--- src/logic/hco_pkg.sv ---
/*
  Constants and types for the hardware cursor overlay.
  Assumes a byte-wide indexed control register port and 16-bit display memory words.
*/
package hco_pkg;
  // Register indices
  localparam logic [7:0] IDX_LOCK   = 8'h39;
  localparam logic [7:0] IDX_MODE   = 8'h45;
  localparam logic [7:0] IDX_XH     = 8'h46;
  localparam logic [7:0] IDX_XL     = 8'h47;
  localparam logic [7:0] IDX_YH     = 8'h48;
  localparam logic [7:0] IDX_YL     = 8'h49;
  localparam logic [7:0] IDX_FG     = 8'h4A;
  localparam logic [7:0] IDX_BG     = 8'h4B;
  localparam logic [7:0] IDX_STH    = 8'h4C;
  localparam logic [7:0] IDX_STL    = 8'h4D;
  localparam logic [7:0] IDX_COL_SKIP = 8'h4E;
  localparam logic [7:0] IDX_ROW_SKIP = 8'h4F;
  localparam logic [7:0] IDX_CONV   = 8'h55;
  localparam logic [7:0] UNLOCK_KEY = 8'hA0;
  // Field positions
  localparam int CONV_BIT   = 4;
  localparam int ENABLE_BIT = 0;
  // Geometry
  localparam int CUR_SIZE       = 64;
  localparam int WORDS_PER_ROW  = 4;
  localparam int SEG_WORD_SHIFT = 9;
  localparam logic [7:0] RESET_BYTE = 8'h00;

  typedef struct packed {
    logic [10:0] x;
    logic [10:0] y;
    logic [5:0]  col_skip;
    logic [5:0]  row_skip;
  } hco_pos_s;

  typedef enum logic [0:0] {
    HCO_IDLE  = 1'b0,
    HCO_FETCH = 1'b1
  } hco_state_e;
endpackage

--- src/logic/hco_overlay.sv ---
/*
  Hardware cursor overlay: indexed control registers, per-line mask prefetch and pixel mix.
  Assumes the refresh pipeline gives frame_start and line_start pulses and one pixel per
  pix_valid, and that the memory port returns a word some cycles after mem_req, on mem_ack.
*/
// Behaviour
// - Bit 4 picks windowing or X11 table
// - 64x64 cursor from AND, XOR masks
// - Windowing table: bg, fg, screen, inverted
// - X11: screen when AND 0, else bg/fg
// - Two three-byte color stacks, one index each
// - Mode register read zeroes both stack pointers
// - Writes load low, second, third byte
// - Cursor off unless enhanced mode set
// - Mode bit 0 enables the cursor
// - Control writes other than lock accepted only when A0 unlocked
// - X and Y are 11-bit, 0 to 2047
// - Coordinates from high 3, low 8 bits
// - Clip right/bottom; hide Y past height
// - Row skip hides top rows
// - Column skip hides left columns
// - Position applied once per frame
// - Masks fetched AND/XOR word interleaved
// - Pattern base is 1 KB segment number
`timescale 1ns/100ps
module hco_overlay
  import hco_pkg::*;
#(
  parameter int MEM_AW = 20
)(
  input  wire logic              ref_clk,
  input  wire logic              rst,
  input  wire logic              reg_wr,
  input  wire logic              reg_rd,
  input  wire logic [7:0]        reg_idx,
  input  wire logic [7:0]        reg_wdata,
  output logic      [7:0]        reg_rdata,
  input  wire logic              enhanced_mode,
  input  wire logic [10:0]       active_height,
  input  wire logic              frame_start,
  input  wire logic              line_start,
  input  wire logic [10:0]       fetch_line,
  input  wire logic              pix_valid,
  input  wire logic [10:0]       hpos,
  input  wire logic [10:0]       vpos,
  input  wire logic [23:0]       screen_pixel,
  output logic      [23:0]       out_pixel,
  output logic                   out_valid,
  output logic                   mem_req,
  output logic      [MEM_AW-1:0] mem_addr,
  input  wire logic              mem_ack,
  input  wire logic [15:0]       mem_rdata,
  output logic                   cursor_on
);

  // ==========================================================
  // Control registers
  logic [7:0]  lock_q, lock_d, mode_q, mode_d, conv_q, conv_d;
  logic [7:0]  sth_q, sth_d, stl_q, stl_d;
  logic [7:0]  fg_q [3], fg_d [3], bg_q [3], bg_d [3];
  logic [1:0]  fptr_q, fptr_d, bptr_q, bptr_d;
  hco_pos_s    pos_q, pos_d;
  logic [7:0]  rdata_d;
  logic        unlocked;

  function automatic logic [1:0] ptr_next(input logic [1:0] p);
    ptr_next = (p == 2'h2) ? 2'h0 : p + 2'h1;
  endfunction

  assign unlocked = (lock_q == UNLOCK_KEY);

  always_comb
  begin
    lock_d  = lock_q;
    mode_d  = mode_q;
    conv_d  = conv_q;
    sth_d   = sth_q;
    stl_d   = stl_q;
    pos_d   = pos_q;
    fptr_d  = fptr_q;
    bptr_d  = bptr_q;
    fg_d    = fg_q;
    bg_d    = bg_q;
    rdata_d = 8'h00;
    if (reg_wr && reg_idx == IDX_LOCK)
      lock_d = reg_wdata;
    if (reg_wr && unlocked)
    begin
      case (reg_idx)
        IDX_MODE: mode_d = reg_wdata;
        IDX_CONV: conv_d = reg_wdata;
        IDX_XH:   pos_d.x[10:8] = reg_wdata[2:0];
        IDX_XL:   pos_d.x[7:0]  = reg_wdata;
        IDX_YH:   pos_d.y[10:8] = reg_wdata[2:0];
        IDX_YL:   pos_d.y[7:0]  = reg_wdata;
        IDX_COL_SKIP: pos_d.col_skip = reg_wdata[5:0];
        IDX_ROW_SKIP: pos_d.row_skip = reg_wdata[5:0];
        IDX_STH:  sth_d = {4'h0, reg_wdata[3:0]};
        IDX_STL:  stl_d = reg_wdata;
        IDX_FG:
        begin
          fg_d[fptr_q] = reg_wdata;
          fptr_d = ptr_next(fptr_q);
        end
        IDX_BG:
        begin
          bg_d[bptr_q] = reg_wdata;
          bptr_d = ptr_next(bptr_q);
        end
        default: ;
      endcase
    end
    if (reg_rd)
    begin
      case (reg_idx)
        IDX_LOCK: rdata_d = lock_q;
        IDX_MODE: rdata_d = mode_q;
        IDX_CONV: rdata_d = conv_q;
        IDX_XH:   rdata_d = {5'h00, pos_q.x[10:8]};
        IDX_XL:   rdata_d = pos_q.x[7:0];
        IDX_YH:   rdata_d = {5'h00, pos_q.y[10:8]};
        IDX_YL:   rdata_d = pos_q.y[7:0];
        IDX_COL_SKIP: rdata_d = {2'h0, pos_q.col_skip};
        IDX_ROW_SKIP: rdata_d = {2'h0, pos_q.row_skip};
        IDX_STH:  rdata_d = sth_q;
        IDX_STL:  rdata_d = stl_q;
        IDX_FG:   rdata_d = fg_q[fptr_q];
        IDX_BG:   rdata_d = bg_q[bptr_q];
        default:  rdata_d = 8'h00;
      endcase
      if (reg_idx == IDX_MODE)
      begin
        fptr_d = 2'h0;
        bptr_d = 2'h0;
      end
    end
  end

  always_ff @(posedge ref_clk)
  begin
    if (rst)
    begin
      lock_q    <= RESET_BYTE;
      mode_q    <= RESET_BYTE;
      conv_q    <= RESET_BYTE;
      sth_q     <= RESET_BYTE;
      stl_q     <= RESET_BYTE;
      pos_q     <= '0;
      fptr_q    <= 2'h0;
      bptr_q    <= 2'h0;
      fg_q      <= '{default: RESET_BYTE};
      bg_q      <= '{default: RESET_BYTE};
      reg_rdata <= 8'h00;
    end
    else
    begin
      lock_q    <= lock_d;
      mode_q    <= mode_d;
      conv_q    <= conv_d;
      sth_q     <= sth_d;
      stl_q     <= stl_d;
      pos_q     <= pos_d;
      fptr_q    <= fptr_d;
      bptr_q    <= bptr_d;
      fg_q      <= fg_d;
      bg_q      <= bg_d;
      reg_rdata <= rdata_d;
    end
  end

  // ==========================================================
  // Frame and line shadows
  // Shadows keep a line on screen consistent while software edits
  hco_pos_s    fpos_q, fpos_d;
  logic        en_q, en_d, x11_q, x11_d;
  logic [23:0] fgc_q, fgc_d, bgc_q, bgc_d;

  always_comb
  begin
    fpos_d = frame_start ? pos_q : fpos_q;
    en_d   = en_q;
    x11_d  = x11_q;
    fgc_d  = fgc_q;
    bgc_d  = bgc_q;
    if (line_start)
    begin
      en_d  = mode_q[ENABLE_BIT] && enhanced_mode;
      x11_d = conv_q[CONV_BIT];
      fgc_d = {fg_q[2], fg_q[1], fg_q[0]};
      bgc_d = {bg_q[2], bg_q[1], bg_q[0]};
    end
    if (!enhanced_mode)
      en_d = 1'b0;
  end

  always_ff @(posedge ref_clk)
  begin
    if (rst)
    begin
      fpos_q <= '0;
      en_q   <= 1'b0;
      x11_q  <= 1'b0;
      fgc_q  <= 24'h000000;
      bgc_q  <= 24'h000000;
    end
    else
    begin
      fpos_q <= fpos_d;
      en_q   <= en_d;
      x11_q  <= x11_d;
      fgc_q  <= fgc_d;
      bgc_q  <= bgc_d;
    end
  end

  assign cursor_on = en_q;

  // ==========================================================
  // Mask prefetch
  // One line ahead: fetch for fetch_line while the current line shows
  hco_state_e  st_q, st_d;
  logic [2:0]  wcnt_q, wcnt_d;
  logic [5:0]  frow_q, frow_d;
  logic        fhit_q, fhit_d, shit_q, shit_d;
  logic [63:0] fand_q, fand_d, fxor_q, fxor_d, sand_q, sand_d, sxor_q, sxor_d;
  logic [11:0] fdy;
  logic        row_hit;
  logic [7:0]  word_idx;

  assign fdy      = {1'b0, fetch_line} - {1'b0, fpos_q.y} + {6'h00, fpos_q.row_skip};
  assign row_hit  = (fetch_line >= fpos_q.y) && (fdy < 12'(CUR_SIZE))
                    && (fpos_q.y < active_height);
  assign word_idx = {frow_q, wcnt_q[2:1]};
  // Segment base, then 16-bit word index with AND/XOR interleave
  assign mem_addr = (MEM_AW'({sth_q[3:0], stl_q}) << SEG_WORD_SHIFT)
                    + MEM_AW'({word_idx, wcnt_q[0]});
  assign mem_req  = (st_q == HCO_FETCH);

  always_comb
  begin
    st_d   = st_q;
    wcnt_d = wcnt_q;
    frow_d = frow_q;
    fhit_d = fhit_q;
    fand_d = fand_q;
    fxor_d = fxor_q;
    sand_d = sand_q;
    sxor_d = sxor_q;
    shit_d = shit_q;
    case (st_q)
      HCO_IDLE: ;
      HCO_FETCH:
        if (mem_ack)
        begin
          if (wcnt_q[0])
            fxor_d[16*(3-wcnt_q[2:1]) +: 16] = mem_rdata;
          else
            fand_d[16*(3-wcnt_q[2:1]) +: 16] = mem_rdata;
          wcnt_d = wcnt_q + 3'h1;
          if (wcnt_q == 3'h7)
            st_d = HCO_IDLE;
        end
      default: st_d = HCO_IDLE;
    endcase
    if (line_start)
    begin
      sand_d = fand_q;
      sxor_d = fxor_q;
      shit_d = fhit_q && (st_q == HCO_IDLE);
      fhit_d = row_hit;
      frow_d = fdy[5:0];
      wcnt_d = 3'h0;
      st_d   = row_hit ? HCO_FETCH : HCO_IDLE;
    end
  end

  always_ff @(posedge ref_clk)
  begin
    if (rst)
    begin
      st_q   <= HCO_IDLE;
      wcnt_q <= 3'h0;
      frow_q <= 6'h00;
      fhit_q <= 1'b0;
      shit_q <= 1'b0;
      fand_q <= '1;
      fxor_q <= '0;
      sand_q <= '1;
      sxor_q <= '0;
    end
    else
    begin
      st_q   <= st_d;
      wcnt_q <= wcnt_d;
      frow_q <= frow_d;
      fhit_q <= fhit_d;
      shit_q <= shit_d;
      fand_q <= fand_d;
      fxor_q <= fxor_d;
      sand_q <= sand_d;
      sxor_q <= sxor_d;
    end
  end

  // ==========================================================
  // Pixel mix
  logic [11:0] dx;
  logic        col_hit, and_b, xor_b;
  logic [23:0] pix_d;
  logic [5:0]  col;

  assign dx      = {1'b0, hpos} - {1'b0, fpos_q.x} + {6'h00, fpos_q.col_skip};
  assign col_hit = (hpos >= fpos_q.x) && (dx < 12'(CUR_SIZE));
  assign col     = dx[5:0];
  assign and_b   = sand_q[6'd63 - col];
  assign xor_b   = sxor_q[6'd63 - col];

  always_comb
  begin
    pix_d = screen_pixel;
    if (en_q && shit_q && col_hit)
    begin
      case ({x11_q, and_b, xor_b})
        3'b000:  pix_d = bgc_q;
        3'b001:  pix_d = fgc_q;
        3'b010:  pix_d = screen_pixel;
        3'b011:  pix_d = ~screen_pixel;
        3'b110:  pix_d = bgc_q;
        3'b111:  pix_d = fgc_q;
        default: pix_d = screen_pixel;
      endcase
    end
  end

  always_ff @(posedge ref_clk)
  begin
    if (rst)
    begin
      out_pixel <= 24'h000000;
      out_valid <= 1'b0;
    end
    else
    begin
      out_pixel <= pix_valid ? pix_d : out_pixel;
      out_valid <= pix_valid;
    end
  end

  // ==========================================================
  // Assertions
  property p_lock;
    @(posedge ref_clk) disable iff (rst)
    (reg_wr && !unlocked && reg_idx == IDX_MODE) |=> $stable(mode_q);
  endproperty
  a_lock: assert property (p_lock) else $error("locked write changed mode");

  property p_ptr_clear;
    @(posedge ref_clk) disable iff (rst)
    (reg_rd && reg_idx == IDX_MODE) |=> (fptr_q == 2'h0 && bptr_q == 2'h0);
  endproperty
  a_ptr_clear: assert property (p_ptr_clear) else $error("stack pointers not cleared");

  property p_ptr_adv;
    @(posedge ref_clk) disable iff (rst)
    (reg_wr && unlocked && reg_idx == IDX_FG && !reg_rd) |=>
      (fptr_q == ptr_next($past(fptr_q)));
  endproperty
  a_ptr_adv: assert property (p_ptr_adv) else $error("fg pointer did not advance");

  property p_enh;
    @(posedge ref_clk) disable iff (rst)
    !enhanced_mode |=> !en_q;
  endproperty
  a_enh: assert property (p_enh) else $error("cursor on outside enhanced mode");

  property p_frame_pos;
    @(posedge ref_clk) disable iff (rst)
    !frame_start |=> (fpos_q == $past(fpos_q));
  endproperty
  a_frame_pos: assert property (p_frame_pos) else $error("position moved mid frame");

  property p_fetch_len;
    @(posedge ref_clk) disable iff (rst)
    (line_start && row_hit) |=> mem_req [*1] ##[0:300] (mem_ack && wcnt_q == 3'h7 || line_start);
  endproperty
  a_fetch_len: assert property (p_fetch_len) else $error("fetch never finished");

  property p_win_inv;
    @(posedge ref_clk) disable iff (rst)
    (pix_valid && en_q && shit_q && col_hit && !x11_q && and_b && xor_b) |=>
      (out_pixel == ~$past(screen_pixel));
  endproperty
  a_win_inv: assert property (p_win_inv) else $error("windowing invert wrong");

  property p_x11_pass;
    @(posedge ref_clk) disable iff (rst)
    (pix_valid && x11_q && !and_b) |=> (out_pixel == $past(screen_pixel));
  endproperty
  a_x11_pass: assert property (p_x11_pass) else $error("X11 pass-through wrong");

  property p_off;
    @(posedge ref_clk) disable iff (rst)
    (pix_valid && !en_q) |=> (out_pixel == $past(screen_pixel));
  endproperty
  a_off: assert property (p_off) else $error("disabled cursor altered pixel");

endmodule // hco_overlay

--- config.mk ---
export PLATFORM = sky130hd
export DESIGN_NAME = hco_overlay
export DESIGN_NICKNAME = d
export VERILOG_FILES = /design/src/logic/hco_pkg.sv /design/src/logic/hco_overlay.sv
export SDC_FILE = /design/constraint.sdc
export NUM_CORES = 1
export LEC_CHECK = 0
export CAP_MARGIN = 15
export CORE_MARGIN = 1.5
export CORE_UTILIZATION = 57
export CTS_CLUSTER_DIAMETER = 200
export DETAILED_ROUTE_END_ITERATION = 10
export DONT_BUFFER_PORTS = 1
export HOLD_SLACK_MARGIN = 0.15
export PLACE_DENSITY = 0.75
export SLEW_MARGIN = 0
export SYNTH_ARGS = -nofsm -noshare
export SYNTH_HDL_FRONTEND = slang
export SYNTH_SLANG_ARGS = --single-unit
--- constraint.sdc ---
create_clock -name ref_clk -period 6.4 [get_ports ref_clk]
set_input_delay 0.32 -clock ref_clk [delete_from_list [all_inputs] [get_ports ref_clk]]
set_output_delay 0.32 -clock ref_clk [all_outputs]
set_load 0.02 [all_outputs]
==> results.md <==
Run status:
- The run finished with clean final reports.

Power:
- In this run the power density over the cells is 259 mW/mm^2.
- In this run, the combinational gates consume under 10% of the power.
- The internal power summed over all cells is 5.39 mW.
- Of the total power, registers draw 45.7%.
- In this run the static leakage power is roughly 11 nW.
- The maximum vdd drop is 0.000222 V.
- Summed over all nets, the switching power comes to 1.68 mW.
- The clock network fraction of design power is 45.8%.
- In this run switching power makes up 23.7% of total power.

Drt:
- The detailed-route wire length per cell is 20.2 um.
- The number of vias after detailed routing is 19100.
- In the routed design, unresolved DRC markers number 0.
- The final layout contains routed wiring with a total length of 64100 um.
- The first routing iteration left 1942 violations.
- In this run the remaining antenna-violating nets after routing total 0.
- The first detailed-routing pass took 6 iterations.
- In the routed layout, each cell is associated on average with a via count of 6.04.

Setup path:
- The launching point of the worst reg2reg path is fpos_q[24].
- In this run the critical register-to-register path is captured at out_pixel[21].
- The critical-path maximum fanout is 18.
- The cell family contributing the most delay on the critical path is multiplexers.
- The signal on the critical path passes through inv_1, fa_1, fa_1, xnor2_4, mux4_1, mux2i_1, mux4_2, and2_1, a31oi_4, mux2i_1, o32a_1, o211ai_2, dlygate4sd3_1.
- The nature of the critical path startpoint is a flip-flop.
- STA classifies the critical path endpoint as a flip-flop.
- For flop-to-flop paths, the worst setup slack is 760 ps.
- For the worst setup path, the data required time is between 6000 and 7000 ps.
- The timing startpoint of the critical path is fpos_q[24].
- For the worst setup path, the data arrival time is 6160 ps.
- The critical path buffer and inverter count is 2.
- The critical path is of the flip-flop to flip-flop type.
- Counting cells, the worst reg-to-reg path comes to 13.
- The slowest cell on the critical path is xnor2_4.
- On the worst path, the slowest cell contributes a delay of 750 ps.

Die:
- The floorplan step defined a core boundary enclosing around 0.041 mm^2.
- The number of top-level design ports is 164.
- The width of the die is between 200 and 250 um.
- The total die area is 0.0424 mm^2.
- In this run the vertical extent of the chip is 206 um.
- The starting density of the core is 57.6%.
- In this run the core area contains 74 standard-cell rows.

Logic synthesis:
- Of the post-synthesis cell area, the part taken by muxes is 15.6%.
- The count of warnings emitted by yosys is 0.
- For this run, the leading register cell type out of synthesis is dfxtp_1.
- The number of instances in the synthesized netlist is 2534.
- The post-synthesis sequential area ratio is 43.3%.
- The number of synthesized flops with an enable pin is 0.
- The area share of and/or/nand/nor cells after synthesis is 16.1%.
- The proportion of register bits with asynchronous set or reset after synthesis is 0%.
- After Yosys synthesis, XOR and XNOR cells account for less than 1% of the synthesized area.
- The synthesized netlist devotes 14.7% of its cell area to compound gates.
- By area, the combinational part of the netlist is dominated by simple AND/OR/NAND/NOR gates.
- The synthesized-area fraction occupied by adder cells is 4.73%.
- The distinct cell type count of the synthesized netlist is 69.
- The number of nets in the synthesized netlist is roughly 2700.
- Each instance of the synthesized netlist takes up on average between 9 and 10 um^2.
- Synthesis inferred 507 register bits.
- After synthesis the cells add up to between 0.02 and 0.025 mm^2.

Min path:
- The end point of the most critical hold path is lock_q[2].
- In this run the worst hold path is classified as input pin to flip-flop.
- The startpoint identified for the worst hold timing path is rst.
- Along the worst hold path, the cell count comes to 2.

Clock network:
- TritonCTS built the clock tree.
- The number of levels in the clock H-tree is 2.
- The clock edge transition at the registers on the reported setup and hold paths is 60 ps.
- The clock network latency to the later pin of the worst-skew pair is slightly below 600 ps.
- The root buffer cell is clkbuf_16.
- The buffer count from post-CTS setup fixing is 0.
- The maximum clock path buffer count is 3.
- Buffers inserted during clock tree synthesis total 52.
- Post-CTS repair changed the size of 0 cells.
- The total clock sinks is 507.

Place:
- The global placer's final weighted congestion is 0.941.
- Once placement completed, the tool counted placed cells totaling ~2900.
- Summing all placed instances gives a cell area of 0.0235 mm^2.
- The total half-perimeter wirelength after legalization and detailed placement is 38600 um.
- The number of buffers added on ports is 0.

Timing:
- The final number of max-transition violations is 0.
- The worst pin sits at a relative slew slack of 18.3%.
- At the pin with the least slew margin, the transition time is 1230 ps.
- Setup repair after global routing left no endpoint under its margin.
- The number of endpoints with negative hold slack in the final report came to 0.
- For the final database, setup skew stands at 21.5 ps.
- The upper clock frequency limit is 177 MHz.
- The final critical delay including setup and external delays is 5640 ps.
- Setup violations remaining at the end of the flow were counted as 0.
- Of the available clock period, the critical path in the final layout requires 88.1%.
- Summed over all failing endpoints, the final setup total negative slack is 0 ps.

Layout:
- The area taken by multi-input logic gates is 0.0121 mm^2.
- The final instance count without filler cells is roughly 3200.
- The post-route netlist has 6.90% of its cells at a drive strength greater than 1.
- Registers take between 0.01 and 0.015 mm^2.
- The final net count is 2786.
- The layout has 3146 filler cells.
- The post-route standard cell area excluding fillers is roughly 0.027 mm^2.
- The area growth from synthesis to layout is 16.4%.
- The number of antenna diodes in the final layout is 0.

Job:
- Across the run, the number of max-cap violations was 0.

Global routing:
- The via count of the first global-routing pass came to 18700.
- Global routing consumed, over all layers together, 30.2% of the routing resources.
- The wire length of the first global-routing pass is slightly above 100000 um.
- The layer carrying the most global-route usage is met2.
- The initial antenna violation count is 1.
- The aggregate global routing overflow is 0.
- In the global route stage, met3 resource usage came out at 5.46%.
- For met1 alone, demand over resource in global routing was 38.4%.
- For met2 alone, demand over resource in global routing was slightly above 50%.
- The maximum number of pins on one net before global-route repair is 360.
-- cell usage after synthesis (22+ instances only) --
cell type	instances	area, um^2
nor2b_1	74	463
a21oi_1	143	716
a211o_1	128	1120
mux2i_1	280	2800
inv_1	81	304
o32a_1	24	240
clkbuf_1	163	612
nor2_1	353	1330
o211ai_1	35	263
o21ai_0	28	140
nand3_1	95	475
ha_1	63	788
nand2_1	252	946
nor3_1	22	110
dfxtp_1	507	10100
-- registers in the layout, indices dropped and copies added (netlist names), 3 cells and up --
| signal | flops |
|---|---|
| fand_q | 64 |
| fxor_q | 64 |
| sand_q | 64 |
| sxor_q | 64 |
| fpos_q | 34 |
| pos_q | 34 |
| bg_q | 24 |
| bgc_q | 24 |
| fg_q | 24 |
| fgc_q | 24 |
| out_pixel | 24 |
| conv_q | 8 |
| lock_q | 8 |
| mode_q | 8 |
| reg_rdata | 8 |
| stl_q | 8 |
| frow_q | 6 |
| sth_q | 4 |
| wcnt_q | 3 |
-- per-stage QoR --
step                      utilization, %  hold WS (ps)  power (mW)  setup WS (ps)
final                               67.0           209        7.06            759
after global routing                67.0           220        7.28            507
after CTS                           66.8           171        7.08            835
after detailed placement            57.6           429        3.73           1270
after global placement              57.6           424        3.72           1320
after floorplan                        -           423        3.74           2280
-- final cells by class --
type                    count  share of cell area, %
clock buffers              66                   5.30
clock inverters            29                   1.41
repair buffers            217                   8.02
flip-flops and latches    507                   37.2
multi-input cells        1738                   44.5
inverters                  82                   1.13
well taps                 532                   2.44
-- worst register-to-register path: stages (launching register included) --
cell	delay [ps]
dfxtp_1	320
inv_1	70
fa_1	510
fa_1	580
xnor2_4	750
mux4_1	420
mux2i_1	110
mux4_2	550
and2_1	220
a31oi_4	690
mux2i_1	270
o32a_1	340
o211ai_2	160
dlygate4sd3_1	600
-- placed cells by master, fill, tap and decap left out, drive strengths merged, types with 11 or more instances in the layout --
master and count:
a211o 128, a21o 12, a21oi 144, a31oi 11, buf 29, clkbuf 67
clkinv 18, dfxtp 507, dlygate4sd3 187, fa 16, ha 63, inv 81
mux2i 280, mux4 33, nand2 252, nand3 95, nor2 354, nor2b 74
nor3 23, o211ai 55, o21ai 29, o22ai 11, o32a 24
-- logic make-up (layout without fill, tap and decap cells) --
| kind of cell | Yosys count | in the layout |
|---|---|---|
| AOI/OAI and AO/OA | 465 | 465 |
| muxes | 319 | 319 |
| and+or+nand+nor | 861 | 861 |
| buffers and inverters | 289 | 394 |
| adders and majority gates | 79 | 79 |
| DFF | 507 | 507 |
| xor gates and xnor gates | 14 | 14 |
-- metal layers --
| metal | vias to the layer above | wire length [um] |
|---|---|---|
| li1 | 9025 | - |
| met1 | 9195 | 26800 |
| met2 | 722 | 30300 |
| met3 | 196 | 4490 |
| met4 | 2 | 2470 |
| met5 | - | 9 |
-- what timing repair did --
item,4_1_cts,5_1_grt
endpoints found under the setup margin,0,0
hold endpoints to repair,504,0
hold buffers,190,0
-- worst max path at each step --
stage | to | slack, ps | cells past startpoint
final | out_pixel[21] | 760 | 13
after global routing | out_pixel[21] | 510 | 13
after CTS | out_pixel[17] | 830 | 13
after detailed placement | out_pixel[7] | 1270 | 13
after global placement | out_pixel[7] | 1320 | 13
after floorplan | out_pixel[10] | 2280 | 14
-- power groups by stage --
stage          sequential (mW)  combinational [mW]  clock (mW)
2_1_floorplan             3.29               0.451           0
4_1_cts                   3.22               0.588        3.27
6_report                  3.23               0.602        3.24
5_1_grt                   3.23               0.648        3.40
3_5_place_dp              3.29               0.439           0
3_3_place_gp              3.29               0.428           0
Power figures use the tool's default switching activity.
